**src/design/scrm_regs.svh**
```systemverilog
// Register offsets, field positions and reset values for the serial channel config block
//
// Behaviour
// - Tx interrupt when buffer empties, if enabled
// - Ext/status master enable gates all sources
// - One shared vector; channel A reads raw
// - Channel B vector carries status, high/low
// - Rx length codes: 5,7,6,8 bits
// - Async pads ones; sync moves 8-bit slices
// - Auto enables: CTS/DCD gate tx/rx
// - Loopback ignores pins, echo only CTS; finish byte
// - Hunt on command, reset, abort, disable
// - Sync match clears hunt, raises ext event
// - Rx CRC enable; forced SDLC; ignored async
// - SDLC address search drops only the byte that mismatches
// - Load inhibit: compare upper nibble only
// - Sync strip: drop bytes matching tx sync
// - Six-bit monosync strips every sync; six-bit bisync ignores
// - Receiver enable starts rx; reset clears
// - Clock ratio 1/16/32/64; sync forces 1 unless ext
// - External sync: rate field selects source
// - Monosync: rx sync match, tx sync fill
// - Bisync: 16-bit concatenated sync, 12 or 16 compare
// - External sync from pin; crystal forces zero
// - Sync mode only when stop bits 00
`ifndef SCRM_REGS_SVH
`define SCRM_REGS_SVH
`define SCRM_OFF_INT_CTRL 12'h004
`define SCRM_OFF_VECTOR 12'h008
`define SCRM_OFF_RX_PARAM 12'h00C
`define SCRM_OFF_CLK_SYNC 12'h010
`define SCRM_OFF_TX_SYNC 12'h018
`define SCRM_OFF_RX_SYNC 12'h01C
`define SCRM_OFF_MASTER 12'h024
`define SCRM_OFF_MISC 12'h028
`define SCRM_OFF_CLKSRC 12'h02C
`define SCRM_OFF_EXT_EN 12'h03C
`define SCRM_OFF_LINE_ST 12'h040
`define SCRM_OFF_RX_BYTE 12'h044
`define SCRM_OFF_VEC_B 12'h048
`define SCRM_OFF_TX_STAT 12'h04C
`define SCRM_OFF_CMD 12'h050
`define SCRM_B_TXIE 1
`define SCRM_B_EXTIE 0
`define SCRM_B_AUTO 5
`define SCRM_B_HUNT 4
`define SCRM_B_RXCRC 3
`define SCRM_B_ADRS 2
`define SCRM_B_INH 1
`define SCRM_B_RXEN 0
`define SCRM_B_VIS 0
`define SCRM_B_SHSL 4
`define SCRM_B_SYNC6 0
`define SCRM_B_LOOP 0
`define SCRM_B_ECHO 1
`define SCRM_B_XTAL 7
`define SCRM_B_CMD_TXIP 0
`define SCRM_B_CMD_EXTCLR 1
`define SCRM_B_CMD_ABORT 2
`define SCRM_B_CMD_CHRST 3
`define SCRM_CLK_SYNC_RST 8'h04
`define SCRM_FLAG 8'h7E
`endif

```
**src/design/scrm_pkg.sv**
```systemverilog
// Types for the serial channel config block
package scrm_pkg;
  typedef struct packed {
    logic [11:0] paddr;
    logic psel;
    logic penable;
    logic pwrite;
    logic [31:0] pwdata;
  } scrm_apb_req_t;
  typedef struct packed {
    logic [31:0] prdata;
    logic pready;
    logic pslverr;
  } scrm_apb_rsp_t;
  typedef enum logic [1:0] {
    SCRM_SYNC_MONO = 2'b00,
    SCRM_SYNC_BI = 2'b01,
    SCRM_SYNC_SDLC = 2'b10,
    SCRM_SYNC_EXT = 2'b11
  } scrm_sync_t;
  typedef enum logic [1:0] {
    SCRM_RX_HUNT = 2'b00,
    SCRM_RX_ADDR = 2'b01,
    SCRM_RX_DATA = 2'b10
  } scrm_rx_st_t;
endpackage : scrm_pkg

```
**src/design/scrm_channel.sv**
```systemverilog
// Serial channel receive, mode and interrupt configuration logic
`timescale 1ns/1ps
`default_nettype none
`include "scrm_regs.svh"
module scrm_channel (
  input wire logic sys_clk_i,
  input wire logic rst_i,
  // APB
  input wire scrm_pkg::scrm_apb_req_t apb_i,
  output scrm_pkg::scrm_apb_rsp_t apb_o,
  // Serial link
  input wire logic rx_clk_i,
  input wire logic rx_data_i,
  input wire logic carrier_detect_input_n_i,
  input wire logic cts_n_i,
  input wire logic sync_n_i,
  // Transmitter status feed
  input wire logic tx_buf_empty_i,
  input wire logic tx_byte_busy_i,
  input wire logic ext_event_i,
  // Outputs
  output logic tx_int_req_o,
  output logic ext_int_req_o,
  output logic tx_gate_o,
  output logic rx_gate_o,
  output logic [6:0] clk_ratio_o,
  output logic [15:0] tx_fill_o,
  output logic fifo_wr_o,
  output logic [7:0] fifo_data_o,
  output logic crc_en_o
);
  import scrm_pkg::*;

  logic [7:0] int_ctrl_r, vector_r, rx_param_r, clk_sync_r;
  logic [7:0] tx_sync_or_address_reg_r, rx_sync_or_flag_reg_r;
  logic [7:0] master_interrupt_ctrl_reg_r, misc_line_ctrl_reg_r;
  logic [7:0] clock_source_ctrl_reg_r, ext_source_enables_reg_r;
  logic hunt_r, hunt_cmd, abort_cmd, ext_clr, txip_clr, chan_rst;
  logic tx_ip_r, ext_ip_r, tx_empty_d_r;
  logic wr_acc;
  scrm_rx_st_t rx_st_r;

  function automatic logic [7:0] scrm_pad(input logic [7:0] d, input logic [1:0] len);
    case (len)
      2'b00: scrm_pad = {3'b111, d[7:3]};
      2'b01: scrm_pad = {1'b1, d[7:1]};
      2'b10: scrm_pad = {2'b11, d[7:2]};
      default: scrm_pad = d;
    endcase
  endfunction : scrm_pad

  // Mode decode
  logic is_sync, is_sdlc, ext_mode, loopback, echo, sync6;
  scrm_sync_t smode;
  assign smode = scrm_sync_t'(clk_sync_r[5:4]);
  // Stop bits 00 enables sync modes
  assign is_sync = (clk_sync_r[3:2] == 2'b00);
  assign ext_mode = is_sync && (smode == SCRM_SYNC_EXT);
  // Ext sync with code 11 is SDLC
  assign is_sdlc = is_sync && ((smode == SCRM_SYNC_SDLC) ||
                   (ext_mode && clk_sync_r[7:6] == 2'b11));
  assign loopback = misc_line_ctrl_reg_r[`SCRM_B_LOOP];
  assign echo = misc_line_ctrl_reg_r[`SCRM_B_ECHO];
  assign sync6 = misc_line_ctrl_reg_r[`SCRM_B_SYNC6];

  // APB slave, zero wait states
  assign wr_acc = apb_i.psel && apb_i.penable && apb_i.pwrite;
  assign apb_o.pready = 1'b1;
  assign apb_o.pslverr = 1'b0;
  assign hunt_cmd = wr_acc && apb_i.paddr == `SCRM_OFF_RX_PARAM && apb_i.pwdata[`SCRM_B_HUNT];
  assign txip_clr = wr_acc && apb_i.paddr == `SCRM_OFF_CMD && apb_i.pwdata[`SCRM_B_CMD_TXIP];
  assign ext_clr = wr_acc && apb_i.paddr == `SCRM_OFF_CMD && apb_i.pwdata[`SCRM_B_CMD_EXTCLR];
  assign abort_cmd = wr_acc && apb_i.paddr == `SCRM_OFF_CMD && apb_i.pwdata[`SCRM_B_CMD_ABORT];
  assign chan_rst = wr_acc && apb_i.paddr == `SCRM_OFF_CMD && apb_i.pwdata[`SCRM_B_CMD_CHRST];

  always_ff @(posedge sys_clk_i) begin
    if (rst_i || chan_rst) begin
      int_ctrl_r <= 8'h00;
      rx_param_r <= 8'h00;
      clk_sync_r <= `SCRM_CLK_SYNC_RST;
    end else if (wr_acc) begin
      if (apb_i.paddr == `SCRM_OFF_INT_CTRL) begin
        int_ctrl_r <= apb_i.pwdata[7:0];
      end else if (apb_i.paddr == `SCRM_OFF_RX_PARAM) begin
        // Hunt bit is a command, not stored
        rx_param_r <= {apb_i.pwdata[7:5], 1'b0, apb_i.pwdata[3:0]};
      end else if (apb_i.paddr == `SCRM_OFF_CLK_SYNC) begin
        clk_sync_r <= apb_i.pwdata[7:0];
      end
    end
  end

  always_ff @(posedge sys_clk_i) begin
    if (rst_i) begin
      vector_r <= 8'h00;
      tx_sync_or_address_reg_r <= 8'h00;
      rx_sync_or_flag_reg_r <= 8'h00;
      master_interrupt_ctrl_reg_r <= 8'h00;
      misc_line_ctrl_reg_r <= 8'h00;
      clock_source_ctrl_reg_r <= 8'h00;
      ext_source_enables_reg_r <= 8'h00;
    end else if (wr_acc) begin
      if (apb_i.paddr == `SCRM_OFF_VECTOR) begin
        vector_r <= apb_i.pwdata[7:0];
      end else if (apb_i.paddr == `SCRM_OFF_TX_SYNC) begin
        tx_sync_or_address_reg_r <= apb_i.pwdata[7:0];
      end else if (apb_i.paddr == `SCRM_OFF_RX_SYNC) begin
        // Host loads flag here for SDLC
        rx_sync_or_flag_reg_r <= apb_i.pwdata[7:0];
      end else if (apb_i.paddr == `SCRM_OFF_MASTER) begin
        master_interrupt_ctrl_reg_r <= apb_i.pwdata[7:0];
      end else if (apb_i.paddr == `SCRM_OFF_MISC) begin
        misc_line_ctrl_reg_r <= apb_i.pwdata[7:0];
      end else if (apb_i.paddr == `SCRM_OFF_CLKSRC) begin
        clock_source_ctrl_reg_r <= apb_i.pwdata[7:0];
      end else if (apb_i.paddr == `SCRM_OFF_EXT_EN) begin
        ext_source_enables_reg_r <= apb_i.pwdata[7:0];
      end
    end
  end

  // Pin synchronisers
  logic [4:0] pin_s1_r, pin_s2_r;
  logic rxclk_d_r;
  always_ff @(posedge sys_clk_i) begin
    if (rst_i) begin
      // Link clock idles low, so no false edge after reset
      pin_s1_r <= 5'h0F;
      pin_s2_r <= 5'h0F;
      rxclk_d_r <= 1'b0;
    end else begin
      pin_s1_r <= {rx_clk_i, rx_data_i, carrier_detect_input_n_i, cts_n_i, sync_n_i};
      pin_s2_r <= pin_s1_r;
      rxclk_d_r <= pin_s2_r[4];
    end
  end
  logic dcd, cts, sync_pin, rx_bit, rx_edge;
  assign rx_edge = pin_s2_r[4] && !rxclk_d_r;
  assign rx_bit = pin_s2_r[3];
  assign dcd = !pin_s2_r[2];
  assign cts = !pin_s2_r[1];
  // Crystal option forces internal sync low
  assign sync_pin = !pin_s2_r[0] && !clock_source_ctrl_reg_r[`SCRM_B_XTAL];

  // Auto enables gate tx and rx
  // Pins ignored in loopback; only CTS ignored in echo
  logic tx_ok, rx_en;
  assign tx_ok = !rx_param_r[`SCRM_B_AUTO] || cts || loopback || echo;
  always_ff @(posedge sys_clk_i) begin
    if (rst_i) begin
      tx_gate_o <= 1'b0;
    end else begin
      // A byte in flight is finished
      tx_gate_o <= tx_ok || (tx_gate_o && tx_byte_busy_i);
    end
  end
  assign rx_en = rx_param_r[`SCRM_B_RXEN] &&
                 (!rx_param_r[`SCRM_B_AUTO] || dcd || loopback);
  assign rx_gate_o = rx_en;

  // Clock ratio, forced 1 in sync unless ext
  always_comb begin
    if (is_sync && !ext_mode) begin
      clk_ratio_o = 7'd1;
    end else begin
      case (clk_sync_r[7:6])
        2'b00: clk_ratio_o = 7'd1;
        2'b01: clk_ratio_o = 7'd16;
        2'b10: clk_ratio_o = 7'd32;
        default: clk_ratio_o = 7'd64;
      endcase
    end
  end

  // Monosync and ext send tx sync fill
  assign tx_fill_o = (smode == SCRM_SYNC_BI) ?
                     {rx_sync_or_flag_reg_r, tx_sync_or_address_reg_r} :
                     {tx_sync_or_address_reg_r, tx_sync_or_address_reg_r};

  // Receive shifter; bits arrive LSB first
  logic [15:0] shift_r;
  logic [3:0] bitcnt_r;
  logic last_sync_r;
  always_ff @(posedge sys_clk_i) begin
    if (rst_i) begin
      shift_r <= 16'hFFFF;
    end else if (rx_edge && rx_en) begin
      shift_r <= {rx_bit, shift_r[15:1]};
    end
  end

  // Sync match, per mode
  logic [15:0] nxt;
  logic sync_hit, byte_done, strip, adr_ok;
  assign nxt = {rx_bit, shift_r[15:1]};
  always_comb begin
    sync_hit = 1'b0;
    if (is_sdlc) begin
      sync_hit = (nxt[15:8] == rx_sync_or_flag_reg_r) ||
                 (ext_mode && sync_pin);
    end else if (smode == SCRM_SYNC_MONO || (ext_mode && clk_sync_r[7:6] == 2'b10)) begin
      if (sync6) begin
        sync_hit = nxt[15:10] == rx_sync_or_flag_reg_r[5:0];
      end else begin
        sync_hit = nxt[15:8] == rx_sync_or_flag_reg_r;
      end
      sync_hit = sync_hit || (ext_mode && sync_pin);
    end else if (smode == SCRM_SYNC_BI) begin
      // 12 or 16 bit receive compare
      if (sync6) begin
        sync_hit = nxt[15:4] == {rx_sync_or_flag_reg_r[5:0], tx_sync_or_address_reg_r[5:0]};
      end else begin
        sync_hit = nxt == {rx_sync_or_flag_reg_r, tx_sync_or_address_reg_r};
      end
    end else begin
      // Codes 00/01 use only the pin
      sync_hit = sync_pin;
    end
  end

  // Hunt on command, reset, abort, disable
  always_ff @(posedge sys_clk_i) begin
    if (rst_i || chan_rst || hunt_cmd || abort_cmd || !rx_en) begin
      hunt_r <= is_sync;
    end else if (rx_edge && is_sync && hunt_r && sync_hit) begin
      hunt_r <= 1'b0;
    end
  end

  always_ff @(posedge sys_clk_i) begin
    if (rst_i || hunt_r || !rx_en) begin
      bitcnt_r <= 4'd0;
      rx_st_r <= SCRM_RX_HUNT;
    end else if (byte_done) begin
      bitcnt_r <= 4'd0;
      rx_st_r <= (rx_st_r == SCRM_RX_HUNT && is_sdlc &&
                  rx_param_r[`SCRM_B_ADRS]) ? SCRM_RX_ADDR : SCRM_RX_DATA;
      if (rx_st_r == SCRM_RX_ADDR && !adr_ok) begin
        // Mismatch: back to SCRM_RX_HUNT state without a flag search; the next byte is written
        rx_st_r <= SCRM_RX_HUNT;
      end
    end else if (rx_edge) begin
      bitcnt_r <= bitcnt_r + 4'd1;
    end
  end

  logic [3:0] char_len;
  assign char_len = (is_sync || rx_param_r[7:6] == 2'b11) ? 4'd8 :
                    (rx_param_r[7:6] == 2'b00) ? 4'd5 :
                    (rx_param_r[7:6] == 2'b10) ? 4'd6 : 4'd7;
  assign byte_done = rx_edge && bitcnt_r == char_len - 4'd1;
  assign adr_ok = rx_param_r[`SCRM_B_INH] ?
                  nxt[15:12] == tx_sync_or_address_reg_r[7:4] :
                  nxt[15:8] == tx_sync_or_address_reg_r;
  // Six-bit monosync strips every sync; six-bit bisync ignores
  assign strip = is_sync && !is_sdlc && rx_param_r[`SCRM_B_INH] &&
                 !(sync6 && smode == SCRM_SYNC_BI) &&
                 nxt[15:8] == tx_sync_or_address_reg_r;

  always_ff @(posedge sys_clk_i) begin
    if (rst_i) begin
      fifo_wr_o <= 1'b0;
      fifo_data_o <= 8'h00;
      crc_en_o <= 1'b0;
      last_sync_r <= 1'b0;
    end else begin
      fifo_wr_o <= 1'b0;
      if (byte_done && !(rx_st_r == SCRM_RX_ADDR && !adr_ok)) begin
        last_sync_r <= strip;
        if (!strip || (sync6 && last_sync_r && 1'b0)) begin
          fifo_wr_o <= 1'b1;
          // Async pads upper bits with ones
          fifo_data_o <= is_sync ? nxt[15:8] : scrm_pad(nxt[15:8], rx_param_r[7:6]);
          // CRC: forced in SDLC, off in async
          crc_en_o <= is_sdlc || (is_sync && rx_param_r[`SCRM_B_RXCRC]);
        end
      end
    end
  end

  // Tx interrupt on buffer going empty
  logic ext_src;
  assign ext_src = (rx_edge && is_sync && hunt_r && sync_hit) || ext_event_i;
  always_ff @(posedge sys_clk_i) begin
    if (rst_i) begin
      tx_empty_d_r <= 1'b1;
      tx_ip_r <= 1'b0;
      ext_ip_r <= 1'b0;
    end else begin
      tx_empty_d_r <= tx_buf_empty_i;
      if (int_ctrl_r[`SCRM_B_TXIE] && tx_buf_empty_i && !tx_empty_d_r) begin
        tx_ip_r <= 1'b1;
      end else if (txip_clr) begin
        tx_ip_r <= 1'b0;
      end
      if (int_ctrl_r[`SCRM_B_EXTIE] && ext_src) begin
        ext_ip_r <= 1'b1;
      end else if (ext_clr) begin
        ext_ip_r <= 1'b0;
      end
    end
  end
  assign tx_int_req_o = tx_ip_r;
  assign ext_int_req_o = ext_ip_r;

  // Channel B vector status in high or low bits
  logic [2:0] vstat;
  logic [7:0] vec_b;
  assign vstat = tx_ip_r ? 3'b000 : (ext_ip_r ? 3'b101 : 3'b011);
  assign vec_b = master_interrupt_ctrl_reg_r[`SCRM_B_SHSL] ?
                 {vector_r[7], vstat[0], vstat[1], vstat[2], vector_r[3:0]} :
                 {vector_r[7:4], vstat, vector_r[0]};

  always_comb begin
    apb_o.prdata = 32'h0000_0000;
    if (apb_i.paddr == `SCRM_OFF_VECTOR) begin
      apb_o.prdata = {24'h000000, vector_r};
    end else if (apb_i.paddr == `SCRM_OFF_VEC_B) begin
      apb_o.prdata = {24'h000000, vec_b};
    end else if (apb_i.paddr == `SCRM_OFF_LINE_ST) begin
      apb_o.prdata = {26'h0, cts, hunt_r, dcd, ext_ip_r, tx_ip_r, tx_buf_empty_i};
    end else if (apb_i.paddr == `SCRM_OFF_RX_BYTE) begin
      apb_o.prdata = {24'h000000, fifo_data_o};
    end else if (apb_i.paddr == `SCRM_OFF_RX_PARAM) begin
      apb_o.prdata = {24'h000000, rx_param_r};
    end else if (apb_i.paddr == `SCRM_OFF_CLK_SYNC) begin
      apb_o.prdata = {24'h000000, clk_sync_r};
    end
  end
endmodule : scrm_channel
`default_nettype wire

```
**config.mk**
```make
export PLATFORM = sky130hd
export DESIGN_NAME = scrm_channel
export DESIGN_NICKNAME = d
export VERILOG_FILES = /design/src/design/scrm_pkg.sv /design/src/design/scrm_channel.sv
export VERILOG_INCLUDE_DIRS = /design/src /design/src/design
export SDC_FILE = /design/constraint.sdc
export NUM_CORES = 1
export LEC_CHECK = 0
export ABC_AREA = 1
export BUFFER_PORTS_ARGS = -buffer_cell sky130_fd_sc_hd__buf_2
export CAP_MARGIN = 25
export CELL_PAD_IN_SITES_DETAIL_PLACEMENT = 0
export CELL_PAD_IN_SITES_GLOBAL_PLACEMENT = 1
export CORE_UTILIZATION = 38
export DETAILED_ROUTE_END_ITERATION = 6
export GPL_TIMING_DRIVEN = 1
export HOLD_SLACK_MARGIN = 0.1
export PLACE_DENSITY_LB_ADDON = 0.1
export SLEW_MARGIN = 20
export SYNTH_ARGS = -nofsm -noshare
export SYNTH_HDL_FRONTEND = slang
export SYNTH_SLANG_ARGS = --single-unit
```
**constraint.sdc**
```tcl
create_clock -name sys_clk_i -period 2.2 [get_ports sys_clk_i]
set_clock_uncertainty 0.15 [all_clocks]
set_input_delay 0.44 -clock sys_clk_i [delete_from_list [all_inputs] [get_ports sys_clk_i]]
set_output_delay 0.44 -clock sys_clk_i [all_outputs]
set_load 0.03 [all_outputs]
```
* Yosys cells after proc, flatten, opt, wreduce, memory -nomap -nowiden
Cells that the tools add are included.
Storage, ports and cells: flip-flop bits (word level) 104, input port bits 57, output and inout port bits 71, word-level logic and storage cells 187
Operators by class: add/subtract/negate cells 2, eq/ne operators 30, mux-type cells 34, bitwise operators 9, reduce and logical (&&, ||, !) cells 89
Operators by type and width (number):
- two-way mux 8 bit | 7
- equality test 12 x 7 -> 1 bit, second input constant | 4
- logical AND 1 bit | 37
- equality test 12 x 5 -> 1 bit, second input constant | 3
- equality test 12 x 6 -> 1 bit, second input constant | 3
- equality test 12 x 4 -> 1 bit, second input constant | 2
- case mux 8 bit (3 select lines) | 1
- case mux 7 bit (3 select lines) | 1
- logical OR 1 bit | 19
- equality test 16 bit | 1
- equality test 8 bit | 2
- two-way mux 1 bit | 16
- two-way mux 16 bit | 1
- two-way mux 7 bit | 2
- logical NOT 1 bit | 13
- equality test 12 bit | 1
- equality test 12 x 3 -> 1 bit, second input constant | 1
- equality test 2 bit, second input constant | 6
- logical NOT 2 bit | 5
- inverter 1 bit | 9
- equality test 2 x 1 -> 1 bit, second input constant | 4
- equality test 4 bit | 2
- AND reduction 4 bit | 2
- AND reduction 7 bit | 1
- other kinds (12) | 21

* Logic depth before layout (Yosys ltp)
Gate-level depths: netlist (run 1).
depth in word-level cells 13, depth in mapped cells 15, mapped depth without buffers 14

* Worst setup path after synthesis (run 1)
No wires, ideal clock.
kind in2out, from input port apb_i[44] (netlist bit), to output port apb_o[9] (netlist bit), arrival time 1.906 ns, required time 1.610 ns, path slack -0.296 ns, stages on the path 7, buffers on the path 0, cells stage by stage nor2_1 > nand2_2 > nor2_4 > nand2_2 > nor2_4 > inv_1 > o21ai_0
RTL lines:
- start, declared | RTL line scrm_channel.sv:9 | input wire scrm_pkg::scrm_apb_req_t apb_i,
- end, declared | RTL line scrm_channel.sv:10 | output scrm_pkg::scrm_apb_rsp_t apb_o,

==> results of run 1 <==
-- path summary, 6_finish.rpt --
kind | start | end | slack [ns]
setup / recovery | apb_i[43] | apb_o[7] | -0.21
hold / removal | carrier_detect_input_n_i | pin_s1_r[2]$_SDFF_PP1_ | 0.11
setup reg to reg | pin_s2_r[3]$_SDFF_PP1_ | hunt_r$_SDFFCE_PN0P_ | 0.17
hold reg to reg | pin_s1_r[4]$_SDFF_PP0_ | pin_s2_r[4]$_SDFF_PP0_ | 0.25
-- critical path, stage by stage --
cell and delay, ns:
buf_6 0.10, nor2_4 0.11, nand2_4 0.07, nor2_4 0.18, nand2_4 0.08, nor2_4 0.11
inv_2 0.07, o211ai_1 0.16, o21ai_1 0.09, o21ai_1 0.11, nor2_2 0.08, nor2_4 0.08
buf_6 0.13
-- through the flow --
stage          hold slack, ns  setup TNS (ns)  utilization (%)
2_1_floorplan          0.2383         -0.1437                -
3_3_place_gp           0.2417          -2.060            46.86
3_5_place_dp           0.2441          -2.708            46.86
4_1_cts                0.1128          -1.312            50.50
5_1_grt                0.1178          -2.076            51.63
6_report               0.1127          -1.404            51.63
-- timing repair --
action,CTS,global route
endpoints found under the setup margin,13,16
resized for setup,38,33
buffers inserted,4,6
pin swaps,7,13
-- power by group through the flow --
stage                     Clock, mW  Sequential (mW)  Combinational [mW]
final                          1.72             1.68               0.262
after floorplan                   0             1.72               0.182
after CTS                      1.75             1.68               0.246
after detailed placement          0             1.72               0.237
after global placement            0             1.72               0.234
after global routing           1.82             1.68               0.282
-- per-layer routing --
layer  GRT usage (%)  vias up
met2           39.60      166
met3           3.620       22
met4           7.358        0
met5               0        -
met1           32.66     2471
li1                -     2647
-- layout by cell type, fill, tap and decap left out, types with 2 or more instances in the layout --
cell type and instances:
a211oi_1 4, a21oi_1 55, a21oi_2 2, a221oi_2 4
a31oi_4 2, buf_2 59, buf_4 88, buf_6 13
bufinv_16 2, clkbuf_16 9, conb_1 29, dfxtp_1 90
inv_1 90, inv_2 13, inv_6 3, nand2_1 133
nand2_2 3, nand2_4 4, nand3_1 12, nand3_2 4
nand3_4 3, nand4_1 16, nor2_1 46, nor2_2 10
nor2_4 12, nor3_1 7, nor3_2 4, nor3_4 2
o211ai_1 23, o21ai_0 67, o21ai_1 8, o21ai_2 4
o22ai_1 6, o22ai_2 2, or2_2 10, xnor2_1 11
xor2_1 13
-- logic make-up after synthesis --
kind of cell | count (synthesis)
AO/OA/AOI/OAI | 187
XOR/XNOR | 24
adder cells (fa/ha/maj) | 1
buffers and inverters | 154
flip-flops | 92
other | 2
AND/OR/NAND/NOR | 271
-- state kept, by name, indices dropped and copies added, names as in the netlist, 2 cells and up --
name / count
bitcnt_r: 4
int_ctrl_r: 2
clk_sync_r: 8
tx_sync_or_address_reg_r: 8
rx_param_r: 7
shift_r: 15
rx_sync_or_flag_reg_r: 8
pin_s1_r: 5
misc_line_ctrl_reg_r: 2
rx_st_r: 2
fifo_data_o: 8
vector_r: 8
pin_s2_r: 5
-- layout make-up --
| type | instances | area (um2) | share of cell area [%] |
|---|---|---|---|
| Sequential cell | 92 | 1853 | 27.10 |
| Inverter | 105 | 397.9 | 5.819 |
| Tap cell | 176 | 220.2 | 3.220 |
| Clock inverter | 6 | 95.09 | 1.391 |
| Clock buffer | 10 | 229.0 | 3.349 |
| Multi-Input combinational cell | 512 | 2920 | 42.71 |
| Timing Repair Buffer | 161 | 1122 | 16.41 |
==> run_results.csv, run 1 <==
group,metric,value,unit
outcome,status,"finished with violations",
outcome,violations,"DRC, setup timing",
power_and_ir_drop,leakage,3.031,nW
cells_and_area,nets,939,
flow_run,drv_cap,0,
worst_setup_path,arrival,1.82,ns
power_and_ir_drop,share_comb_of_total_power,7.2,%
drt,routed-wl-met3,735,um
cells_and_area,area_growth,32.68,%
floorplan,initial_utilization,38.92,%
drt,vias,5306,
sta,fin_ws,-0.2051,ns
clock_tree,cts.reportedPaths.clkPinSlew,0.07,ns
clock_tree,cts_tree,"done",
worst_setup_path,rr_worst_depth,13,
synth,ys_top_cells_by_area,"dfxtp_1 35%, nand2_1 9.8%, o21ai_0 7.3%, inv_1 7.1%, a21oi_1 5.3%",
placement,place_area,6206,um2
power_and_ir_drop,power.density,535.3,nW/um2
placement,dp_hpwl,13130,um
min_path,holdPathStages,2,
power_and_ir_drop,worst_ir_drop_vdd,0.4703,mV
power_and_ir_drop,intPower,2.765,mW
floorplan,die_x,118.5,um
floorplan,die_y,118.5,um
drt,drt-total-wl,16600,um
clock_tree,cts_root_buffer,"clkbuf_16",
cells_and_area,antennaDiodeCount,0,
placement,pre_cts_slack,-0.2878,ns
worst_setup_path,timing.critical_path.to_type,"output pin",
sta,post-route-period-util,109.3,%
floorplan,rows,42,
sta,drv_slew,0,
synth,synthFlopType,"dfxtp_1",
floorplan,dieArea,14030,um2
clock_tree,cts_sinks,92,
power_and_ir_drop,switching_share,24.46,%
worst_setup_path,crit_fanout,5,
clock_tree,cts_hold_buf,0,
synth,yosys-top-cells-count,"134 x nand2_1, 98 x inv_1, 91 x dfxtp_1, 75 x o21ai_0, 59 x nor2_1",
floorplan,ios,128,
synth,synth-seq-cells,92,
synth,synth_cell_types,49,
clock_tree,clock_latency,0.35,ns
worst_setup_path,worstSetupPathType,"in2out",
drt,dr.pass1.iters,7,
sta,timing.fmax,415.8,MHz
power_and_ir_drop,power_frac_clock,46.9,%
clock_tree,htree_num_levels,3,
global_route,grt_pass1_vias,4973,
synth,postSynthAreaPerCell,7.050,um2
synth,synthCells,731,
sta,setup_viol,8,
power_and_ir_drop,netSwitchingPower,0.8953,mW
synth,yosys.area_share.simple,24.54,%
global_route,grt_max_degree,27,
clock_tree,cts.path.max_buffers,2,
cells_and_area,fin_cells,1062,
drt,wl_met2,7741,um
sta,hold_violations,0,
global_route,grt_pass1_wl,26010,um
synth,synth-edff-count,1,
cells_and_area,drive_gt1_share,29.80,%
synth,synthDominantCellAreaShare,35.35,%
synth,synthesis.area,5154,um2
power_and_ir_drop,seqPwrFrac,46.0,%
sta,min_period,2.405,ns
synth,synth_warnings,0,
cells_and_area,final_cell_area,6838,um2
cells_and_area,fillCellCount,1365,
global_route,antenna_found_initial,0,
worst_setup_path,cp.required,1.61,ns
synth,synth_xor_area_share,4.079,%
global_route,grt-ovfl-total,0,
clock_tree,cts_buffers,9,
worst_setup_path,start_kind,"input port",
sta,grt_setup_unrepaired,"true",
power_and_ir_drop,power,3.660,mW
drt,vias_per_cell,4.996,
synth,synth_area_leader_cell,"dfxtp_1",
synth,synth-async-reset-ratio,0,%
synth,synth_top_family_by_area,"simple AND/OR/NAND/NOR gates",
drt,ant_nets,0,
global_route,grtUsageTotal,24.15,%
drt,drc,1,
drt,wl_met1,7827,um
min_path,hp-class,"in2reg",
synth,synth_compound_area_share,21.19,%
synth,synth_fa_ha_area_share,0.2428,%
drt,post_drt_wl_per_cell,15.63,um
synth,ys_seq_area_share,35.93,%
placement,gp_congestion,0.8461,
floorplan,core_area,13240,um2
placement,dp.cells,1036,
synth,yosysMostFrequentCell,"nand2_1",
placement,io_buffers,74,
drt,drtIter0Drc,392,
synth,synth.area.mux_share,0,%
drt,routed.top_layer,"met4",
No activity file was read; power rests on OpenSTA's default activity.
==> inputs of run 2 (changes only) <==
--- a/config.mk
+++ b/config.mk
@@ -12,10 +12,12 @@
 export CELL_PAD_IN_SITES_DETAIL_PLACEMENT = 0
 export CELL_PAD_IN_SITES_GLOBAL_PLACEMENT = 1
 export CORE_UTILIZATION = 38
+export CTS_BUF_LIST = sky130_fd_sc_hd__clkbuf_16
 export DETAILED_ROUTE_END_ITERATION = 6
 export GPL_TIMING_DRIVEN = 1
 export HOLD_SLACK_MARGIN = 0.1
 export PLACE_DENSITY_LB_ADDON = 0.1
+export RECOVER_POWER = 25
 export SLEW_MARGIN = 20
 export SYNTH_ARGS = -nofsm -noshare
 export SYNTH_HDL_FRONTEND = slang
==> run 2 against run 1 <==
- the flow still finishes with violations (DRC, setup timing)
- total power fell by 0.25%
- clock power is essentially flat
- flip-flop and latch count unchanged
- count of clock-buffer cells in the layout fell by 1
- routed wire length hardly changed
- worst hold slack better by 0.0038 ns
- combinational power about the same
- largest power group unchanged
==> run_results.csv, run 2 (synthesis gave the netlist of run 1 again) <==
group,metric,value,unit
placement,io_buffers,74,
worst_setup_path,start_kind,"input port",
worst_setup_path,cp.required,1.61,ns
floorplan,dieArea,14030,um2
placement,place_area,6206,um2
drt,vias_per_cell,5.013,
power_and_ir_drop,power,3.651,mW
sta,min_period,2.404,ns
worst_setup_path,path_cells,"buf_6 -> nor2_4 -> nand2_4 -> nor2_4 -> nand2_4 -> nor2_4 -> inv_2 -> o211ai_1 -> o21ai_1 -> o21ai_1 -> nor2_2 -> nor2_4 -> buf_6",
global_route,grt_pass1_wl,26010,um
sta,timing.setup.tns,-1.404,ns
floorplan,rows,42,
drt,drc,1,
cells_and_area,layout_common_cells,"133 x nand2_1, 91 x inv_1, 90 x dfxtp_1, 85 x buf_4, 67 x o21ai_0",
clock_tree,clock_latency,0.35,ns
placement,dp_hpwl,13130,um
worst_setup_path,path_common_cell,"nor2_4",
worst_setup_path,crit_slowest_cell,"nor2_4",
clock_tree,cts_tree,"done",
cells_and_area,final_cell_area,6809,um2
worst_setup_path,arrival,1.81,ns
drt,dr.pass1.iters,6,
cells_and_area,fin_cells,1062,
placement,gp_congestion,0.8461,
clock_tree,cts.reportedPaths.clkPinSlew,0.07,ns
global_route,grt_pass1_vias,4969,
sta,timing.fmax,416.0,MHz
cells_and_area,largest_register,"shift_r",
global_route,grtUsageTotal,24.15,%
clock_tree,cts_sinks,92,
sta,relSlewSlack,56.77,%
sta,fin_ws,-0.2040,ns
outcome,violations,"DRC, setup timing",
global_route,antenna_found_initial,0,
clock_tree,cts_hold_buf,0,
worst_setup_path,timing.critical_path.to_type,"output pin",
cells_and_area,regArea,1853,um2
sta,worstMarginPinSlew,0.6484,ns
floorplan,die_x,118.5,um
outcome,status,"finished with violations",
clock_tree,htree_num_levels,3,
drt,drt-total-wl,16590,um
floorplan,ios,128,
worst_setup_path,crit_family,"simple AND/OR/NAND/NOR gates",
clock_tree,cts_root_buffer,"clkbuf_16",
clock_tree,cts_buffers,9,
global_route,grt_max_degree,27,
cells_and_area,multi_input_area,2920,um2
global_route,grt-ovfl-total,0,
cells_and_area,final_common_cell,"nand2_1",
cells_and_area,drive_gt1_share,27.88,%
cells_and_area,antennaDiodeCount,0,
drt,ant_nets,0,
sta,setup_viol,8,
drt,post_drt_wl_per_cell,15.62,um
drt,drtIter0Drc,388,
sta,post-route-period-util,109.3,%
worst_setup_path,slowest_delay,0.18,ns
cells_and_area,largest_reg_flops,15,
worst_setup_path,r2r_slack,0.16,ns
floorplan,core_area,13240,um2
floorplan,initial_utilization,38.92,%
cells_and_area,fillCellCount,1374,
sta,drv_slew,0,
placement,dp.cells,1036,
power_and_ir_drop,worst_ir_drop_vdd,0.4710,mV
clock_tree,cts.path.max_buffers,2,
worst_setup_path,cp_num_buf_inv,3,
flow_run,drv_cap,0,
cells_and_area,nets,939,
sta,hold_violations,0,
worst_setup_path,worstSetupPathType,"in2out",
floorplan,die_y,118.5,um
drt,vias,5324,
worst_setup_path,crit_fanout,5,
sta,grt_setup_unrepaired,"true",
cells_and_area,area_growth,32.12,%
min_path,hp-class,"in2reg",
power_and_ir_drop,power.density,536.2,nW/um2
power_and_ir_drop,leakage,2.964,nW
[run 2: cell types whose count changed in the layout (fill, tap and decap cells not counted), sizes merged]
cell    before  now
buf        161  143
clkbuf      10   27
inv        107  108
[run 2: stage by stage]
stage / setup slack [ns] / hold slack (ns) / util (%)
final: -0.2040 / 0.1165 / 51.42
after global routing: -0.3017 / 0.1178 / 51.42
after CTS: -0.1753 / 0.1128 / 50.50
after detailed placement: -0.2878 / 0.2441 / 46.86
after global placement: -0.2846 / 0.2417 / 46.86
after floorplan: -0.06565 / 0.2383 / -
[run 2: per-layer routing]
| layer | track usage, % | wire length [um] |
|---|---|---|
| met5 | 0 | 0 |
| met4 | 7.358 | 277 |
| met3 | 3.620 | 759 |
| met2 | 39.60 | 7758 |
| met1 | 32.66 | 7791 |
[run 2: repair_timing]
action	CTS	global route
buffers inserted	4	6
setup endpoints to repair	13	16
gates resized for setup	38	33
pin swaps	7	13
endpoints found under the hold margin	0	0
[run 2: area by class of cell]
type	count	area share, %
Clock buffer	9	3.308
Clock inverter	7	1.452
Inverter	105	5.843
Multi-Input combinational cell	512	42.89
Sequential cell	92	27.21
Tap cell	176	3.234
Timing Repair Buffer	161	16.06
[run 2: report_power, final]
part / internal [mW] / total (mW) / leakage (nW) / switching, mW
Clock: 1.01 / 1.71 / 0.162 / 0.702
Sequential: 1.68 / 1.68 / 0.749 / 0.00488
Combinational: 0.0744 / 0.260 / 2.05 / 0.186
Total: 2.76 / 3.65 / 2.96 / 0.892
[run 2: final timing paths]
| check | from | to | cells past startpoint |
|---|---|---|---|
| max | apb_i[43] | apb_o[7] | 13 |
| min | carrier_detect_input_n_i | pin_s1_r[2]$_SDFF_PP1_ | 2 |
| max reg2reg | pin_s2_r[3]$_SDFF_PP1_ | hunt_r$_SDFFCE_PN0P_ | 13 |
| min reg2reg | pin_s1_r[4]$_SDFF_PP0_ | pin_s2_r[4]$_SDFF_PP0_ | 2 |
==> inputs of run 3 (changes only) <==
==> constraint.sdc (replaced) <==
create_clock -name sys_clk_i -period 2.4 [get_ports sys_clk_i]
set_clock_uncertainty 0.15 [all_clocks]
set_input_delay 0.48 -clock sys_clk_i [delete_from_list [all_inputs] [get_ports sys_clk_i]]
set_output_delay 0.48 -clock sys_clk_i [all_outputs]
set_load 0.03 [all_outputs]
==> run 3 against run 2 <==
- the run ends with setup timing left
- setup slack gained 0.068 ns
- combinational power is essentially flat
- global-route usage grew 0.43 points
- via count shrank 0.53%
- flip-flop and latch count is the same
- critical path depth shrank 4
- register-to-register slack gained 0.06 ns
- sequential power shrank 8%
- count of clock-buffer cells in the layout is the same
- largest power group is now sequential cells
==> run_results.csv, run 3 (synthesis gave the netlist of run 1 again) <==
group,metric,value,unit
drt,drc,0,
floorplan,ios,128,
sta,fin_ws,-0.1360,ns
cells_and_area,area_growth,30.74,%
cells_and_area,fillCellCount,1364,
floorplan,dieArea,14030,um2
cells_and_area,antennaDiodeCount,0,
placement,dp.cells,1012,
outcome,status,"finished with violations",
worst_setup_path,crit_slowest_cell,"clkbuf_1",
worst_setup_path,worstSetupPathType,"in2out",
drt,vias,5296,
power_and_ir_drop,switching_share,25.03,%
global_route,grt_max_degree,29,
worst_setup_path,cp.required,1.77,ns
worst_setup_path,crit_fanout,4,
worst_setup_path,reg2reg_from,"shift_r[9]$_SDFFE_PP1P_",
sta,grt_setup_unrepaired,"true",
drt,drt-total-wl,16820,um
sta,drv_slew,0,
clock_tree,cts.path.max_buffers,2,
worst_setup_path,crit_start,"apb_i[40]",
worst_setup_path,slowest_delay,0.22,ns
sta,relSlewSlack,56.17,%
sta,min_period,2.536,ns
sta,post-route-period-util,105.7,%
power_and_ir_drop,share_comb_of_total_power,8.1,%
drt,post_drt_wl_per_cell,16.02,um
clock_tree,cts_buffers,9,
placement,io_buffers,74,
cells_and_area,regArea,1852,um2
worst_setup_path,arrival,1.91,ns
flow_run,drv_cap,0,
clock_tree,clock_latency,0.36,ns
min_path,min_from,"carrier_detect_input_n_i",
power_and_ir_drop,leakage,2.920,nW
worst_setup_path,start_kind,"input port",
drt,drtIter0Drc,374,
cells_and_area,drive_gt1_share,27.57,%
worst_setup_path,path_cells,"clkbuf_1 -> nor2_2 -> buf_4 -> buf_4 -> nand4_1 -> nor2_2 -> a221oi_4 -> o2111ai_2 -> buf_6",
power_and_ir_drop,netSwitchingPower,0.8104,mW
power_and_ir_drop,worst_ir_drop_vdd,0.4547,mV
cells_and_area,fin_cells,1050,
sta,worstMarginPinSlew,0.6575,ns
drt,dr.pass1.iters,5,
drt,ant_nets,0,
global_route,grt_pass1_wl,26420,um
min_path,holdPathStages,2,
global_route,antenna_found_initial,0,
floorplan,core_area,13240,um2
clock_tree,cts.reportedPaths.clkPinSlew,0.07,ns
cells_and_area,multi_input_area,2954,um2
power_and_ir_drop,power_frac_clock,44.2,%
power_and_ir_drop,power.density,480.5,nW/um2
cells_and_area,largest_register,"shift_r",
clock_tree,cts_tree,"done",
sta,setup_viol,12,
sta,hold_violations,0,
floorplan,initial_utilization,38.92,%
cells_and_area,final_common_cell,"nand2_1",
cells_and_area,layout_common_cells,"132 x nand2_1, 92 x inv_1, 91 x dfxtp_1, 75 x buf_4, 59 x o21ai_0",
power_and_ir_drop,seqPwrFrac,47.7,%
floorplan,rows,42,
sta,timing.fmax,394.3,MHz
cells_and_area,largest_reg_flops,15,
clock_tree,cts_sinks,92,
worst_setup_path,timing.critical_path.to_type,"output pin",
power_and_ir_drop,intPower,2.427,mW
floorplan,die_y,118.5,um
cells_and_area,nets,928,
global_route,grt_pass1_vias,5041,
floorplan,die_x,118.5,um
min_path,hp-class,"in2reg",
drt,vias_per_cell,5.044,
worst_setup_path,rr_worst_depth,9,
clock_tree,htree_num_levels,3,
global_route,grt-ovfl-total,0,
cells_and_area,utilization,50.88,%
placement,pre_cts_slack,-0.1996,ns
placement,dp_hpwl,12730,um
clock_tree,cts_root_buffer,"clkbuf_16",
global_route,grtUsageTotal,24.58,%
placement,gp_congestion,0.8824,
outcome,violations,"setup timing",
-- run 3: final timing paths --
check / to / slack [ns]
setup / recovery: apb_o[3] / -0.14
setup reg to reg: crc_en_o$_SDFFE_PP0P_ / 0.22
hold reg to reg: pin_s2_r[4]$_SDFF_PP0_ / 0.26
hold / removal: pin_s1_r[2]$_SDFF_PP1_ / 0.15
-- run 3: per-stage QoR --
stage	power (mW)	TNS [ns]	cell area, um2	hold slack [ns]
final	3.237	-0.6212	6738	0.1468
after global routing	3.352	-2.128	6738	0.1475
after CTS	3.252	-0.1550	6599	0.1429
after detailed placement	1.792	-1.227	5966	0.2465
after global placement	1.790	-1.418	5966	0.2418
after floorplan	1.742	0	5296	0.2383
-- run 3: cell type report --
type	count	share of cell area, %
clock buffers	9	3.343
clock inverters	6	0.9471
inverters	105	5.905
multi-input cells	512	43.84
flip-flops and latches	92	27.48
well taps	176	3.268
repair buffers	150	15.21
-- run 3: power groups by stage --
stage	Sequential [mW]	Combinational (mW)	Clock, mW
5_1_grt	1.54	0.279	1.53
3_3_place_gp	1.58	0.212	0
6_report	1.54	0.263	1.43
2_1_floorplan	1.58	0.164	0
4_1_cts	1.54	0.250	1.46
3_5_place_dp	1.58	0.214	0
-- run 3: routing by layer --
layer,up-vias,global-route usage (%),wire length [um]
li1,2637,-,-
met1,2485,32.97,8118
met2,148,40.07,7748
met3,26,4.006,644
met4,0,8.149,311
met5,-,0,0
-- run 3: worst max-delay path, delay by kind of cell --
| kind | cells | cell delay [ns] |
|---|---|---|
| buffers and inverters | 4 | 0.67 |
| AND/OR/NAND/NOR | 3 | 0.37 |
| AO/OA/AOI/OAI | 2 | 0.39 |
-- run 3: what timing repair did --
item                                   in CTS  in global routing
gates resized for setup                    56                 45
pin swaps                                   8                 21
setup buffers                              20                  4
setup endpoints to repair                  11                 19
hold buffers                                0                  0
gates cloned                                0                  1
endpoints found under the hold margin       0                  0
